`src/rtl/flash_host_pkg.sv`:
```
// Package with constants and operation modes for the parallel flash host.
package flash_host_pkg;
	localparam int ADDR_W = 20;
	localparam int DATA_W = 16;
	// Unlock addresses and command codes are not given; plain defaults.
	localparam logic [19:0] UNLOCK_A1 = 20'h0_0555;
	localparam logic [19:0] UNLOCK_A2 = 20'h0_02AA;
	localparam logic [15:0] UNLOCK_D1 = 16'h00AA;
	localparam logic [15:0] UNLOCK_D2 = 16'h0055;
	localparam logic [15:0] CMD_PROG = 16'h00A0;
	localparam logic [15:0] CMD_ERASE = 16'h0080;
	localparam logic [15:0] CMD_SECT = 16'h0030;
	localparam logic [15:0] CMD_BYPASS = 16'h0020;
	localparam logic [15:0] CMD_SUSP = 16'h00B0;
	localparam logic [15:0] CMD_RESUME = 16'h0030;
	localparam logic [15:0] CMD_RESET = 16'h00F0;
	localparam logic [15:0] CMD_REGION = 16'h0088;
	localparam logic [15:0] CMD_EXIT = 16'h0090;
	// Bus timing at 50 ns per cycle: access 90 ns, strobe 50 ns.
	localparam int CLK_NS = 50;
	localparam int ACCESS_NS = 90;
	localparam int STROBE_NS = 50;
	localparam int HRESET_NS = 500;
	localparam int ACCESS_CYC = (ACCESS_NS + CLK_NS - 1) / CLK_NS;
	localparam int STROBE_CYC = (STROBE_NS + CLK_NS - 1) / CLK_NS;
	localparam int HRESET_CYC = (HRESET_NS + CLK_NS - 1) / CLK_NS;
	localparam int POLL_BIT = 7;
	localparam int TOGGLE_BIT = 6;
	typedef enum logic [3:0] {
		OP_READ = 4'h0, OP_PROG = 4'h1, OP_ERASE = 4'h2,
		OP_BYPASS_ON = 4'h3, OP_BYPASS_PROG = 4'h4, OP_SUSPEND = 4'h5,
		OP_RESUME = 4'h6, OP_HWRESET = 4'h7, OP_REGION_ON = 4'h8,
		OP_REGION_OFF = 4'h9, OP_BYPASS_OFF = 4'hA
	} op_e;
endpackage

```
`src/rtl/flash_cycle_if.sv`:
```
// Interface between the sequencer and its bus cycle engine.
`timescale 1ns/1ps
interface flash_cycle_if;
	logic        req;
	logic        wr;
	logic [19:0] addr;
	logic [15:0] wdata;
	logic        done;
	logic [15:0] rdata;
	modport seq (output req, wr, addr, wdata, input done, rdata);
	modport eng (input req, wr, addr, wdata, output done, rdata);
endinterface

```
`src/rtl/flash_bus_cycle.sv`:
```
// Single read or write cycle engine on the flash strobes.
`timescale 1ns/1ps
module flash_bus_cycle
	import flash_host_pkg::*;
(
	input  wire logic          clk_i,
	input  wire logic          rstn_i,
	flash_cycle_if.eng         cyc,
	input  wire logic [15:0]   dq_in_i,
	output logic               ce_n_o,
	output logic               we_n_o,
	output logic               oe_n_o,
	output logic [19:0]        addr_o,
	output logic [15:0]        dq_out_o,
	output logic               dq_oe_o
);
	logic [3:0] cnt_r;
	logic       busy_r;
	logic       wr_r;

	// Strobes stay apart so host and flash never both drive data.
	always_ff @(posedge clk_i or negedge rstn_i) begin
		if (!rstn_i) begin
			cnt_r <= 4'h0;
			busy_r <= 1'b0;
			wr_r <= 1'b0;
			ce_n_o <= 1'b1;
			we_n_o <= 1'b1;
			oe_n_o <= 1'b1;
			addr_o <= 20'h0_0000;
			dq_out_o <= 16'h0000;
			dq_oe_o <= 1'b0;
			cyc.done <= 1'b0;
			cyc.rdata <= 16'h0000;
		end else begin
			cyc.done <= 1'b0;
			if (!busy_r && cyc.req) begin
				busy_r <= 1'b1;
				wr_r <= cyc.wr;
				cnt_r <= cyc.wr ? 4'(STROBE_CYC) : 4'(ACCESS_CYC);
				addr_o <= cyc.addr;
				dq_out_o <= cyc.wdata;
				dq_oe_o <= cyc.wr;
				ce_n_o <= 1'b0;
				we_n_o <= !cyc.wr;
				oe_n_o <= cyc.wr;
			end else if (busy_r) begin
				if (cnt_r != 4'h0) begin
					cnt_r <= cnt_r - 4'h1;
				end else begin
					// Release strobes first; data stays one more cycle.
					busy_r <= 1'b0;
					ce_n_o <= 1'b1;
					we_n_o <= 1'b1;
					oe_n_o <= 1'b1;
					cyc.done <= 1'b1;
					if (!wr_r) begin
						cyc.rdata <= dq_in_i;
					end
				end
			end else begin
				dq_oe_o <= 1'b0;
			end
		end
	end
endmodule

```
`src/rtl/flash_host_ctrl.sv`:
```
// Host controller that sequences commands into a parallel NOR flash.
`timescale 1ns/1ps
// How it works
// - Program and erase use full unlock sequences.
// - Bypass mode programs with two writes.
// - Erase suspend lets host read or program.
// - Suspend does not limit the host to reads.
// - Strobes sequenced so buses never collide.
module flash_host_ctrl
	import flash_host_pkg::*;
(
	input  wire logic                     CLK_SYS_I,
	input  wire logic                     RSTN_I,
	input  wire logic                     START_I,
	input  wire flash_host_pkg::op_e      OP_I,
	input  wire logic [19:0]              ADDR_I,
	input  wire logic [15:0]              DATA_I,
	input  wire logic                     BYTE_MODE_I,
	output logic                          BUSY_O,
	output logic                          DONE_O,
	output logic                          ERROR_O,
	output logic [15:0]                   RDATA_O,
	output logic                          SUSPENDED_O,
	output logic                          FLASH_CE_N_O,
	output logic                          FLASH_WE_N_O,
	output logic                          FLASH_OE_N_O,
	output logic                          FLASH_RESET_N_O,
	output logic                          FLASH_BYTE_N_O,
	output logic [19:0]                   FLASH_ADDR_O,
	output logic [15:0]                   FLASH_DQ_O,
	output logic                          FLASH_DQ_OE_O,
	input  wire logic [15:0]              FLASH_DQ_I,
	input  wire logic                     FLASH_READY_BUSY_N_I
);
	import flash_host_pkg::*;

	typedef enum logic [2:0] {
		ST_IDLE = 3'b000, ST_CMD = 3'b001, ST_POLL = 3'b010,
		ST_READ = 3'b011, ST_HWRST = 3'b100, ST_FINISH = 3'b101
	} state_e;

	flash_cycle_if cyc ();

	state_e      state_r;
	op_e         op_r;
	logic [2:0]  step_r;
	logic [2:0]  nsteps_r;
	logic [19:0] addr_r;
	logic [15:0] data_r;
	logic [15:0] last_r;
	logic        have_last_r;
	logic        bypass_r;
	logic        pend_r;
	logic [4:0]  rst_cnt_r;
	logic        req_r;
	logic        wr_r;
	logic [19:0] caddr_r;
	logic [15:0] cdata_r;
	logic        ce_n_w;
	logic        we_n_w;
	logic        oe_n_w;
	logic [19:0] fa_w;
	logic [15:0] fd_w;
	logic        fdoe_w;

	assign cyc.req = req_r;
	assign cyc.wr = wr_r;
	assign cyc.addr = caddr_r;
	assign cyc.wdata = cdata_r;

	// Number of writes each operation needs.
	function automatic logic [2:0] steps_of(input op_e op, input logic byp);
		unique case (op)
			OP_PROG: steps_of = 3'd4;
			OP_ERASE: steps_of = 3'd6;
			OP_BYPASS_ON: steps_of = 3'd3;
			OP_BYPASS_PROG: steps_of = byp ? 3'd2 : 3'd4;
			OP_BYPASS_OFF: steps_of = 3'd2;
			OP_REGION_ON: steps_of = 3'd3;
			OP_REGION_OFF: steps_of = 3'd4;
			OP_SUSPEND: steps_of = 3'd1;
			OP_RESUME: steps_of = 3'd1;
			default: steps_of = 3'd0;
		endcase
	endfunction

	// Address and data of write number step for the given operation.
	function automatic logic [35:0] word_of(input op_e op, input logic byp,
			input logic [2:0] st, input logic [19:0] a, input logic [15:0] d);
		logic [19:0] wa;
		logic [15:0] wd;
		wa = (st[0]) ? UNLOCK_A2 : UNLOCK_A1;
		wd = (st[0]) ? UNLOCK_D2 : UNLOCK_D1;
		if (op == OP_SUSPEND) begin
			wa = a;
			wd = CMD_SUSP;
		end else if (op == OP_RESUME) begin
			wa = a;
			wd = CMD_RESUME;
		end else if (op == OP_BYPASS_PROG && byp) begin
			wa = st[0] ? a : 20'h0_0000;
			wd = st[0] ? d : CMD_PROG;
		end else if (op == OP_BYPASS_OFF) begin
			wa = 20'h0_0000;
			wd = st[0] ? 16'h0000 : CMD_EXIT;
		end else if (op == OP_ERASE && st >= 3'd2) begin
			// Six-cycle sector erase, sector address last.
			unique case (st)
				3'd2: wd = CMD_ERASE;
				// Second unlock pair restarts with the first word.
				3'd3: begin
					wa = UNLOCK_A1;
					wd = UNLOCK_D1;
				end
				3'd4: begin
					wa = UNLOCK_A2;
					wd = UNLOCK_D2;
				end
				3'd5: begin
					wa = a;
					wd = CMD_SECT;
				end
				default: wa = wa;
			endcase
		end else if (st == 3'd2) begin
			unique case (op)
				OP_BYPASS_ON: wd = CMD_BYPASS;
				OP_REGION_ON: wd = CMD_REGION;
				OP_REGION_OFF: wd = CMD_EXIT;
				default: wd = CMD_PROG;
			endcase
		end else if (st == 3'd3) begin
			wa = (op == OP_REGION_OFF) ? 20'h0_0000 : a;
			wd = (op == OP_REGION_OFF) ? 16'h0000 : d;
		end
		word_of = {wa, wd};
	endfunction

	// Main sequencer: a new request is only taken in idle.
	always_ff @(posedge CLK_SYS_I or negedge RSTN_I) begin
		if (!RSTN_I) begin
			state_r <= ST_IDLE;
			op_r <= OP_READ;
			step_r <= 3'd0;
			nsteps_r <= 3'd0;
			addr_r <= 20'h0_0000;
			data_r <= 16'h0000;
			last_r <= 16'h0000;
			have_last_r <= 1'b0;
			bypass_r <= 1'b0;
			pend_r <= 1'b0;
			SUSPENDED_O <= 1'b0;
			rst_cnt_r <= 5'd0;
			req_r <= 1'b0;
			wr_r <= 1'b0;
			caddr_r <= 20'h0_0000;
			cdata_r <= 16'h0000;
			BUSY_O <= 1'b0;
			DONE_O <= 1'b0;
			ERROR_O <= 1'b0;
			RDATA_O <= 16'h0000;
			FLASH_RESET_N_O <= 1'b0;
		end else begin
			DONE_O <= 1'b0;
			req_r <= 1'b0;
			unique case (state_r)
				ST_IDLE: begin
					FLASH_RESET_N_O <= 1'b1;
					if (START_I) begin
						op_r <= OP_I;
						addr_r <= ADDR_I;
						data_r <= DATA_I;
						step_r <= 3'd0;
						nsteps_r <= steps_of(OP_I, bypass_r);
						BUSY_O <= 1'b1;
						ERROR_O <= 1'b0;
						have_last_r <= 1'b0;
						pend_r <= 1'b0;
						if (OP_I == OP_HWRESET) begin
							FLASH_RESET_N_O <= 1'b0;
							rst_cnt_r <= 5'(HRESET_CYC);
							state_r <= ST_HWRST;
						end else if (OP_I == OP_READ) begin
							req_r <= 1'b1;
							wr_r <= 1'b0;
							caddr_r <= ADDR_I;
							state_r <= ST_READ;
						end else begin
							state_r <= ST_CMD;
						end
					end
				end
				ST_CMD: begin
					// Every step is a fresh write that the flash latches.
					// Only one cycle in flight, or a stray access follows.
					if (!req_r && !pend_r && !cyc.done && step_r < nsteps_r &&
							!(step_r != 3'd0 && !have_last_r)) begin
						req_r <= 1'b1;
						wr_r <= 1'b1;
						{caddr_r, cdata_r} <= word_of(op_r, bypass_r,
							step_r, addr_r, data_r);
						have_last_r <= 1'b0;
						pend_r <= 1'b1;
					end
					if (cyc.done) begin
						have_last_r <= 1'b1;
						pend_r <= 1'b0;
						step_r <= step_r + 3'd1;
						if (step_r + 3'd1 == nsteps_r) begin
							if (op_r == OP_PROG || op_r == OP_ERASE ||
									op_r == OP_BYPASS_PROG || op_r == OP_RESUME) begin
								have_last_r <= 1'b0;
								state_r <= ST_POLL;
								if (op_r == OP_RESUME) begin
									SUSPENDED_O <= 1'b0;
								end
							end else begin
								state_r <= ST_FINISH;
							end
							if (op_r == OP_BYPASS_ON) bypass_r <= 1'b1;
							if (op_r == OP_BYPASS_OFF) bypass_r <= 1'b0;
							if (op_r == OP_SUSPEND) begin
								SUSPENDED_O <= 1'b1;
							end
						end
					end
				end
				ST_POLL: begin
					// Status reads until the toggle bit holds still.
					if (!req_r && !pend_r && !cyc.done) begin
						req_r <= 1'b1;
						pend_r <= 1'b1;
						wr_r <= 1'b0;
						caddr_r <= addr_r;
					end
					if (cyc.done) begin
						pend_r <= 1'b0;
						last_r <= cyc.rdata;
						have_last_r <= 1'b1;
						if (have_last_r && FLASH_READY_BUSY_N_I &&
								cyc.rdata[TOGGLE_BIT] == last_r[TOGGLE_BIT]) begin
							// Still different data means refused write.
							ERROR_O <= (op_r != OP_ERASE && op_r != OP_RESUME &&
								cyc.rdata != data_r);
							state_r <= ST_FINISH;
						end
					end
				end
				ST_READ: begin
					if (cyc.done) begin
						// Byte mode only keeps the low lane.
						RDATA_O <= BYTE_MODE_I ? {8'h00, cyc.rdata[7:0]}
							: cyc.rdata;
						state_r <= ST_FINISH;
					end
				end
				ST_HWRST: begin
					if (rst_cnt_r != 5'd0) begin
						rst_cnt_r <= rst_cnt_r - 5'd1;
					end else begin
						FLASH_RESET_N_O <= 1'b1;
						bypass_r <= 1'b0;
						SUSPENDED_O <= 1'b0;
						state_r <= ST_FINISH;
					end
				end
				ST_FINISH: begin
					BUSY_O <= 1'b0;
					DONE_O <= 1'b1;
					state_r <= ST_IDLE;
				end
				default: state_r <= ST_IDLE;
			endcase
		end
	end

	// Chip enable idles high so the flash drops to standby.
	flash_bus_cycle u_cycle (
		.clk_i    (CLK_SYS_I),
		.rstn_i   (RSTN_I),
		.cyc      (cyc),
		.dq_in_i  (FLASH_DQ_I),
		.ce_n_o   (ce_n_w),
		.we_n_o   (we_n_w),
		.oe_n_o   (oe_n_w),
		.addr_o   (fa_w),
		.dq_out_o (fd_w),
		.dq_oe_o  (fdoe_w)
	);

	// The engine outputs are already flops; this stage keeps ports flopped.
	always_ff @(posedge CLK_SYS_I or negedge RSTN_I) begin
		if (!RSTN_I) begin
			FLASH_CE_N_O <= 1'b1;
			FLASH_WE_N_O <= 1'b1;
			FLASH_OE_N_O <= 1'b1;
			FLASH_ADDR_O <= 20'h0_0000;
			FLASH_DQ_O <= 16'h0000;
			FLASH_DQ_OE_O <= 1'b0;
			FLASH_BYTE_N_O <= 1'b1;
		end else begin
			FLASH_CE_N_O <= ce_n_w;
			FLASH_WE_N_O <= we_n_w;
			FLASH_OE_N_O <= oe_n_w;
			FLASH_ADDR_O <= fa_w;
			FLASH_DQ_O <= fd_w;
			FLASH_DQ_OE_O <= fdoe_w;
			FLASH_BYTE_N_O <= !BYTE_MODE_I;
		end
	end
	// Low supply lockout lives in the flash; nothing to do here.
endmodule

```
`config.mk`:
```
export PLATFORM = sky130hd
export DESIGN_NAME = flash_host_ctrl
export DESIGN_NICKNAME = d
export VERILOG_FILES = /design/src/rtl/flash_host_pkg.sv /design/src/rtl/flash_cycle_if.sv /design/src/rtl/flash_bus_cycle.sv /design/src/rtl/flash_host_ctrl.sv
export SDC_FILE = /design/constraint.sdc
export NUM_CORES = 1
export LEC_CHECK = 0
export BUFFER_PORTS_ARGS = -buffer_cell sky130_fd_sc_hd__buf_4
export CAP_MARGIN = 20
export CORE_ASPECT_RATIO = 0.8
export CORE_MARGIN = 4
export CORE_UTILIZATION = 30
export DETAILED_ROUTE_END_ITERATION = 8
export PLACE_DENSITY_LB_ADDON = 0.15
export SLEW_MARGIN = 25
export SYNTH_ARGS = -nofsm -noshare
export SYNTH_HDL_FRONTEND = slang
export SYNTH_SLANG_ARGS = --single-unit
```
`constraint.sdc`:
```
create_clock -name CLK_SYS_I -period 5.4 [get_ports CLK_SYS_I]
set_clock_uncertainty 0.05 [all_clocks]
set_input_delay 0.54 -clock CLK_SYS_I [delete_from_list [all_inputs] [get_ports CLK_SYS_I]]
set_output_delay 0.54 -clock CLK_SYS_I [all_outputs]
set_load 0.05 [all_outputs]
```
==> flow_summary.json, run 1 <==
{
  "clkSinkCount": 221,
  "outcome": "finished, violations left",
  "drtIter0Drc": 422,
  "numCtsBuffers": 25,
  "timing.rr.start": "state_r[0]$_DFFE_PN0P_",
  "synth_cell_types": 60,
  "grt_max_degree": 116,
  "finalSetupTns_ns": 0,
  "yosysSeqAreaShare_pct": 58.02,
  "relSlewSlack_pct": 35.59,
  "yosys.area.top_type": "dfrtp_1",
  "drive_above_1_share_pct": 19.19,
  "viasPerCell": 4.698,
  "final_util_pct": 37.27,
  "cp_top_family": "simple AND/OR/NAND/NOR gates",
  "syn-instance-count": 984,
  "yosys_warnings": 0,
  "fin_crit_sh_pct": 62.22,
  "cp_max_fo": 44,
  "detail-route-antenna-nets": 0,
  "clk_pin_slew_worst_paths_ns": 0.06,
  "synth_area_mm2": 0.009547,
  "hold_ws_ns": -0.004189,
  "cts_setup_buffers": 0,
  "violations": "negative hold slack",
  "cp_slowest_cell": "and3_2",
  "rows": 58,
  "place_hpwl_mm": 17.98,
  "maxSlewViolCount": 0,
  "dieHeight_um": 167.6,
  "antenna_cells": 0,
  "cpPeakStageDelay_ns": 0.93,
  "powerDensity_mw_per_mm2": 641.2,
  "rsz0062_at_grt": "false",
  "cts_tree": "built",
  "worst_pin_slew_ns": 0.9661,
  "synth_edf_count": 0,
  "area_delta_synth_final_pct": 22.67,
  "worstPathArrival_ns": 3.74,
  "syn_area_per_cell_um2": 9.702,
  "synth_top_area_share_pct": 56.09,
  "via_count": 7164,
  "async_reset_ff_share_pct": 100.0,
  "fmax_ghz": 0.2976,
  "hold_viol": 4,
  "syn_nets": 1055,
  "grt_first_pass_wirelength_mm": 42.37,
  "grtUsageTotal_pct": 14.93,
  "cp_num_buf_inv": 1,
  "core-area_mm2": 0.03142,
  "pin_count": 123,
  "wl_mm": 26.04,
  "yosys_most_used_dff": "dfrtp_1",
  "vdd_drop_max_uv": 218.0,
  "required_ns": 5.78,
  "cap_violations": 0,
  "leakage_nw": 5.560,
  "overflow": 0,
  "cts_hold_buffers": 0,
  "yosys-top-cells-area": "dfrtp_1 56%, nand2_1 12%, mux2_2 2.8%, nor2_1 2.4%, xnor2_1 2.2%",
  "crit_start": "state_r[0]$_DFFE_PN0P_",
  "cp_common_cell": "nor2_1",
  "htreeDepth": 1,
  "synth-seq-cells": 221,
  "crit_chain": "nor2_1 > and3_2 > a22oi_1 > and2_1 > inv_2 > nor2_1 > a221oi_1",
  "initial_core_util_pct": 30.38,
  "drc": 0,
  "setup_viol": 0,
  "gp_congestion": 0.8652,
  "clk_latency_ns": 0.54,
  "crit_path_end_kind": "flip-flop",
  "critPathKind": "reg2reg",
  "nets": 1158,
  "first_global_vias": 7236,
  "first_pass_iters": 5,
  "grt_antenna_before_repair": 0,
  "root_buffer": "clkbuf_16",
  "dieArea_mm2": 0.03476,
  "port_buffers": 122,
  "cts_resized": 0,
  "wl_per_cell_um": 17.07,
  "hold_class": "in2async",
  "critPathLaunchType": "flip-flop",
  "clk_path_buf_depth": 3,
  "period_needed_ns": 3.360,
  "die_x_um": 207.4
}
-- path summary, 6_finish.rpt --
check	slack [ns]	end	cells after the start
worst max-delay path	2.04	caddr_r[18]$_DFFE_PN0P_	7
min in group CLK_SYS_I	0.15	data_r[1]$_DFFE_PN0P_	3
worst min register to register	0.32	FLASH_CE_N_O$_DFF_PN1_	0
worst max register to register	2.04	caddr_r[18]$_DFFE_PN0P_	7
max in group asynchronous	4.21	state_r[2]$_DFFE_PN0P_	2
worst min-delay path	-0.004	FLASH_DQ_O[10]$_DFF_PN0_	1
-- cell type report --
class                           count  area, µm²
Sequential cell                   221       5539
Inverter                           20      75.07
Clock buffer                       35      723.2
Fill cell                        3183      19710
Clock inverter                     10      117.6
Multi-Input combinational cell    687       3720
Timing Repair Buffer              132       1011
Tap cell                          420      525.5
-- Yosys cell counts (4+ instances only) --
library cell	number
a211oi_1	6
a21o_1	4
a21oi_1	40
a221oi_1	10
a22o_1	9
a22oi_1	12
a31oi_1	17
buf_2	6
clkbuf_1	48
dfrtp_1	214
dfstp_2	7
ha_1	10
inv_1	18
mux2_2	24
nand2_1	312
nand2b_1	11
nand3_1	14
nand4_1	7
nor2_1	60
nor2b_1	9
nor3_1	9
nor3b_1	5
nor4_1	8
o211ai_1	8
o21ai_0	24
o21ai_1	9
o22ai_1	7
xnor2_1	24
-- layer usage --
| layer | global-route usage (%) | wire length (µm) |
|---|---|---|
| met1 | 23.72 | 13360 |
| met2 | 20.97 | 10780 |
| met3 | 2.697 | 1340 |
| met4 | 3.477 | 554 |
| met5 | 0 | 0 |
-- kinds of logic (layout without fill, tap and decap cells) --
family	Yosys count	in the layout	synth area share, %
flops	221	221	58.02
xor+xnor	27	27	2.477
buf+inv	76	197	3.106
compound gates	170	170	11.83
mux	27	27	3.159
fa+ha+maj	10	10	1.311
simple gates	453	453	20.09
-- stage by stage --
step	setup WS, ns	instances	total power [mW]	cell area [µm²]
floorplan	3.108	984	4.889	9547
global placement	2.209	1480	5.811	10870
finish	2.040	1525	7.509	11710
CTS	2.027	1525	7.593	11710
global route	1.663	1525	8.046	11710
detailed placement	2.049	1480	5.830	10870
-- where the power goes --
group / internal (mW) / switching [mW]
Clock: 1.03 / 0.694
Combinational: 1.02 / 1.80
Sequential: 2.38 / 0.587
Total: 4.43 / 3.08
-- registers in the layout, summed over array words and instances, names as in the netlist, 3 cells and up --
register           count
nsteps_r               3
data_r                16
addr_r                20
FLASH_DQ_O            16
caddr_r               20
rst_cnt_r              5
state_r                3
u_cycle.dq_out_o      16
op_r                   4
u_cycle.cnt_r          4
u_cycle.cyc.rdata     16
step_r                 3
u_cycle.addr_o        20
FLASH_ADDR_O          20
cdata_r               16
RDATA_O               16
-- cell usage in the layout, fill, tap and decap left out, drive strengths merged, types with 10 or more instances in the layout --
cell	count
ha	10
mux2	25
nor3	10
nor2	60
nand2b	11
inv	20
xnor2	24
a221oi	11
nand3	14
o21ai	33
dfrtp	214
a31oi	17
clkbuf	35
a21oi	40
nand2	312
a22oi	12
buf	132
Note: power is estimated with default switching activity, not from simulation.
==> inputs of run 2 (changes only) <==
Settings changed: ABC_AREA set to 1.
Clock period 5.4 ns to 3.1 ns, I/O delays scaled along.
==> run 2 against run 1 <==
Net effect:
- critical endpoint is now caddr_r[13]$_DFFE_PN0P_
- the run now ends clean
- combinational power grew 100%
- worst setup slack lost 1.6 ns
- cell area grew 6.4%
==> flow_summary.json, run 2 <==
{
  "synth_area_mm2": 0.009784,
  "powerDensity_mw_per_mm2": 1096,
  "area_delta_synth_final_pct": 27.33,
  "ff2ff_path_depth": 10,
  "clk_pin_slew_worst_paths_ns": 0.06,
  "clk_path_buf_depth": 3,
  "dp_cells": 1631,
  "grt_antenna_before_repair": 0,
  "initial_core_util_pct": 30.78,
  "pin_count": 123,
  "via_count": 7886,
  "cp_max_fo": 30,
  "syn_nets": 1183,
  "first_global_vias": 7677,
  "drtIter0Drc": 726,
  "hold_viol": 0,
  "clkSinkCount": 221,
  "syn_area_per_cell_um2": 8.799,
  "synth_edf_count": 0,
  "cts_tree": "built",
  "wl_met2_mm": 11.17,
  "layout_common_cells": "327 x nand2_1, 214 x dfrtp_1, 134 x buf_4",
  "wl_per_cell_um": 15.81,
  "yosysSeqAreaShare_pct": 56.61,
  "hold_class": "in2reg",
  "leakage_nw": 5.966,
  "yosys_warnings": 0,
  "cap_violations": 0,
  "mostFrequentLayoutCell": "nand2_1",
  "first_pass_iters": 5,
  "stdcell_count": 1721,
  "finalSetupTns_ns": 0,
  "rsz0062_at_grt": "false",
  "switching_share_pct": 43.06,
  "yosysMostFrequentCell": "nand2_1",
  "grt_first_pass_wirelength_mm": 43.58,
  "critPathKind": "reg2reg",
  "cts_setup_buffers": 0,
  "port_buffers": 122,
  "syn-instance-count": 1112,
  "root_buffer": "clkbuf_16",
  "yosys-top-cells-count": "327 x nand2_1, 214 x dfrtp_1, 114 x o21ai_0",
  "pwr-share-seq_pct": 36.6,
  "vdd_drop_max_uv": 379.7,
  "worst_pin_slew_ns": 0.9413,
  "wl_met3_mm": 1.289,
  "internal_power_mw": 7.772,
  "yosys_most_used_dff": "dfrtp_1",
  "dieHeight_um": 169.5,
  "viasPerCell": 4.582,
  "dpl-instance-area_mm2": 0.01117,
  "async_reset_ff_share_pct": 100.0,
  "rows": 58,
  "wl_mm": 27.20,
  "final_cell_area_mm2": 0.01246,
  "grt_max_degree": 103,
  "synth_cell_types": 43,
  "clk_latency_ns": 0.53,
  "worstPathArrival_ns": 3.11,
  "synth-seq-cells": 221,
  "yosys-top-cells-area": "dfrtp_1 55%, nand2_1 13%, o21ai_0 5.8%, inv_1 3.8%, a21oi_1 3.0%",
  "drive_above_1_share_pct": 18.52,
  "fmax_ghz": 0.3699,
  "gp_congestion": 0.8617,
  "dieArea_mm2": 0.03559,
  "p_switching_mw": 5.877,
  "outcome": "finished, final reports clean",
  "holdPathStages": 3,
  "synth_top_area_share_pct": 54.73,
  "r2r_slack_ns": 0.40,
  "drc": 0,
  "core-area_mm2": 0.03179,
  "routedLengthMet1_mm": 14.23,
  "numCtsBuffers": 25,
  "antenna_cells": 0,
  "hold_ws_ns": 0.02810,
  "required_ns": 3.50,
  "die_x_um": 209.9,
  "crit_path_end_kind": "flip-flop",
  "comb_power_share_pct": 41.4,
  "period_needed_ns": 2.704,
  "setup_viol": 0,
  "htreeDepth": 1,
  "detail-route-antenna-nets": 0,
  "overflow": 0,
  "fin_crit_sh_pct": 87.21,
  "nets": 1354,
  "grtUsageTotal_pct": 15.08,
  "yosys.area.top_type": "dfrtp_1",
  "place_hpwl_mm": 19.13,
  "maxSlewViolCount": 0,
  "relSlewSlack_pct": 37.18,
  "highest-signal-layer": "met4",
  "critPathLaunchType": "flip-flop",
  "clkPwrFrac_pct": 22.0
}
run 2: cell types whose count changed in the layout (fill, tap and decap cells not counted), moves of 13 or more:
cell / change
dlygate4sd3_1: +45
inv_1: +80
nand2_1: +15
nand3_1: +27
a21oi_1: +19
o21ai_0: +90
xnor2_1: -13
a31oi_1: -14
inv_2: +14
run 2: worst max-delay path: stages, from the launching register on:
cell	delay, ns
dfrtp_1	0.60
inv_2	0.18
ha_1	0.25
a21oi_1	0.14
nor3_1	0.05
nand2_1	0.12
inv_1	0.08
nand2_2	0.29
nand2_2	0.45
o21a_1	0.24
a21oi_1	0.14
run 2: kinds of logic (layout without fill, tap and decap cells):
group           Yosys count  in the layout  share of synthesized area (%)
xor+xnor                 15             15                          1.343
simple gates            478            478                          20.14
mux                      15             15                          1.726
fa+ha+maj                10             10                          1.279
compound gates          221            221                          12.61
buf+inv                 152            341                          6.291
flops                   221            221                          56.61
run 2: repair_timing:
action | in CTS | in global routing
endpoints found under the hold margin | 137 | 0
gates resized for setup | 0 | 0
hold buffers | 45 | 0
run 2: final timing paths:
path	startpoint	endpoint
max	step_r[0]$_DFFE_PN0P_	caddr_r[13]$_DFFE_PN0P_
min	ADDR_I[2]	addr_r[2]$_DFFE_PN0P_
max reg2reg	step_r[0]$_DFFE_PN0P_	caddr_r[13]$_DFFE_PN0P_
min reg2reg	u_cycle.ce_n_o$_DFFE_PN1P_	FLASH_CE_N_O$_DFF_PN1_
max in group asynchronous	RSTN_I	BUSY_O$_DFFE_PN0P_
min in group asynchronous	RSTN_I	FLASH_DQ_O[8]$_DFF_PN0_
run 2: stage by stage:
step           setup slack (ns)  util [%]  power (mW)
2_1_floorplan             1.244         -       8.909
3_3_place_gp             0.5020     35.16       10.61
3_5_place_dp             0.3734     35.16       10.66
4_1_cts                  0.3505     39.19       13.79
5_1_grt                  0.1203     39.19       14.67
6_report                 0.3963     39.19       13.65
run 2: area by class of cell:
class / instances / area (µm²)
Clock inverter: 9 / 116.4
Inverter: 115 / 431.7
Timing Repair Buffer: 181 / 1491
Sequential cell: 221 / 5539
Fill cell: 3231 / 19330
Tap cell: 420 / 525.5
Multi-Input combinational cell: 739 / 3637
Clock buffer: 36 / 716.9
run 2: power groups by stage:
stage | Sequential [mW] | Clock (mW) | Combinational, mW
floorplan | 5.94 | 0 | 2.97
global placement | 5.05 | 0 | 5.56
detailed placement | 5.04 | 0 | 5.61
CTS | 5.00 | 3.09 | 5.69
global route | 5.16 | 3.22 | 6.29
finish | 5.00 | 3.00 | 5.66
run 2: layer usage:
layer  GRT usage (%)  up-vias
li1                -     3962
met1           24.14     3708
met2           21.44      180
met3           2.384       36
met4           3.120        0
met5               0        -
==> inputs of run 3 (changes only) <==
Settings changed: ABC_AREA 1 to unset, REMOVE_ABC_BUFFERS set to 1.
==> run 3 against run 2 <==
Net effect:
- cell count shrank 6.9%
- combinational power shrank 9.0%
- register-to-register slack lost 0.03 ns
- sequential power grew 2%
- clock power shrank 1%
- largest power group unchanged
==> flow_summary.json, run 3 (same netlist as run 1, synthesis figures left out) <==
{
  "place_hpwl_mm": 18.29,
  "port_buffers": 122,
  "fin_crit_sh_pct": 88.17,
  "rows": 58,
  "critPathLaunchType": "flip-flop",
  "drtIter0Drc": 454,
  "clk_pin_slew_worst_paths_ns": 0.06,
  "fmax_ghz": 0.3659,
  "dpl-instance-area_mm2": 0.01104,
  "grt_first_pass_wirelength_mm": 43.15,
  "cp_max_fo": 15,
  "worstPathArrival_ns": 3.13,
  "leakage_nw": 5.896,
  "maxSlewViolCount": 0,
  "cap_violations": 0,
  "antenna_cells": 0,
  "drc": 0,
  "worst_pin_slew_ns": 0.9822,
  "via_count": 7603,
  "outcome": "finished, final reports clean",
  "initial_core_util_pct": 30.38,
  "pin_count": 123,
  "mostFrequentLayoutCell": "nand2_1",
  "period_needed_ns": 2.733,
  "gp_congestion": 0.8642,
  "dieArea_mm2": 0.03476,
  "hold_viol": 0,
  "final_cell_area_mm2": 0.01242,
  "cts_setup_buffers": 0,
  "finalSetupTns_ns": 0,
  "grt_antenna_before_repair": 0,
  "grt_max_degree": 77,
  "powerDensity_mw_per_mm2": 1062,
  "die_x_um": 207.4,
  "clk_path_buf_depth": 3,
  "overflow": 0,
  "core-area_mm2": 0.03142,
  "htreeDepth": 1,
  "detail-route-antenna-nets": 0,
  "numCtsBuffers": 25,
  "required_ns": 3.50,
  "nets": 1235,
  "p_total_mw": 13.19,
  "final_util_pct": 39.53,
  "relSlewSlack_pct": 34.02,
  "cts_tree": "built",
  "clk_latency_ns": 0.54,
  "hold_class": "in2reg",
  "clkSinkCount": 221,
  "viasPerCell": 4.746,
  "first_global_vias": 7554,
  "first_pass_iters": 5,
  "rsz0062_at_grt": "false",
  "vdd_drop_max_uv": 441.9,
  "grtUsageTotal_pct": 15.15,
  "layout_common_cells": "312 x nand2_1, 214 x dfrtp_1, 152 x buf_4",
  "critPathKind": "reg2reg",
  "area_delta_synth_final_pct": 30.11,
  "wl_mm": 26.39,
  "dieHeight_um": 167.6,
  "root_buffer": "clkbuf_16",
  "setup_viol": 0,
  "fillCellCount": 3128,
  "drive_above_1_share_pct": 19.80,
  "wl_per_cell_um": 16.47,
  "crit_path_end_kind": "flip-flop"
}
==> run 3: cell types whose count changed in the layout (fill, tap and decap cells not counted), sizes merged, moves of 13 or more <==
cell / change
nand3: -27
nor2: -17
buf: +18
xnor2: +13
a21oi: -21
a31oi: +13
o21ai: -85
inv: -94
nand2: -22
==> run 3: path summary, 6_finish.rpt <==
kind                       depth (start not counted)                          to                          start  slack, ns
max reg2reg                                        5      caddr_r[8]$_DFFE_PN0P_         state_r[0]$_DFFE_PN0P_       0.37
max                                                5      caddr_r[8]$_DFFE_PN0P_         state_r[0]$_DFFE_PN0P_       0.37
max in group asynchronous                          3       data_r[0]$_DFFE_PN0P_                         RSTN_I       1.76
min in group asynchronous                          2  FLASH_ADDR_O[16]$_DFF_PN0_                         RSTN_I       0.29
min reg2reg                                        0   FLASH_ADDR_O[8]$_DFF_PN0_  u_cycle.addr_o[8]$_DFFE_PN0P_       0.31
min                                                3         op_r[1]$_DFFE_PN0P_                        OP_I[1]       0.04
==> run 3: power by group <==
| group | switching [mW] | internal, mW | leakage, nW |
|---|---|---|---|
| clock | 1.20 | 1.75 | 0.412 |
| sequential | 0.947 | 4.14 | 2.75 |
| combinational | 3.24 | 1.91 | 2.74 |
==> run 3: final cells by class <==
class | count | area, µm² | area share [%]
sequential | 221 | 5539 | 44.60
clock inverter | 3 | 30.03 | 0.2418
inverter | 20 | 75.07 | 0.6044
tap | 420 | 525.5 | 4.231
timing repair buffer | 209 | 1727 | 13.90
clock buffer | 42 | 799.5 | 6.437
multi-input combinational | 687 | 3725 | 29.99
==> run 3: critical path, cell delays in order (launching register included) <==
cell	delay, ns
dfrtp_1	0.61
nand2b_1	0.21
nand2b_1	0.31
nor3_1	0.85
a21oi_1	0.37
a31oi_1	0.25
==> run 3: metrics by stage <==
| stage | worst slack, ns | instances | hold slack, ns |
|---|---|---|---|
| global route | 0.1885 | 1602 | 0.03162 |
| floorplan | 0.2366 | 928 | -0.03559 |
| detailed placement | 0.4445 | 1502 | 0.2936 |
| finish | 0.3669 | 1602 | 0.03825 |
| global placement | 0.4313 | 1502 | 0.2945 |
| CTS | 0.4317 | 1602 | 0.01594 |
==> run 3: repair_timing <==
action / in CTS / in global routing
resized for setup: 0 / 0
endpoints found under the hold margin: 133 / 0
hold buffers: 55 / 0
endpoints found under the setup margin: 0 / 0
==> run 3: metal layers <==
layer	GRT usage (%)	share of wire [%]	wire length, µm	vias to the layer above
li1	-	-	-	3698
met1	23.03	51	13400	3706
met2	22.91	43	11380	154
met3	2.266	3.8	1014	45
met4	3.448	2.2	592	0
met5	0	0	0	-
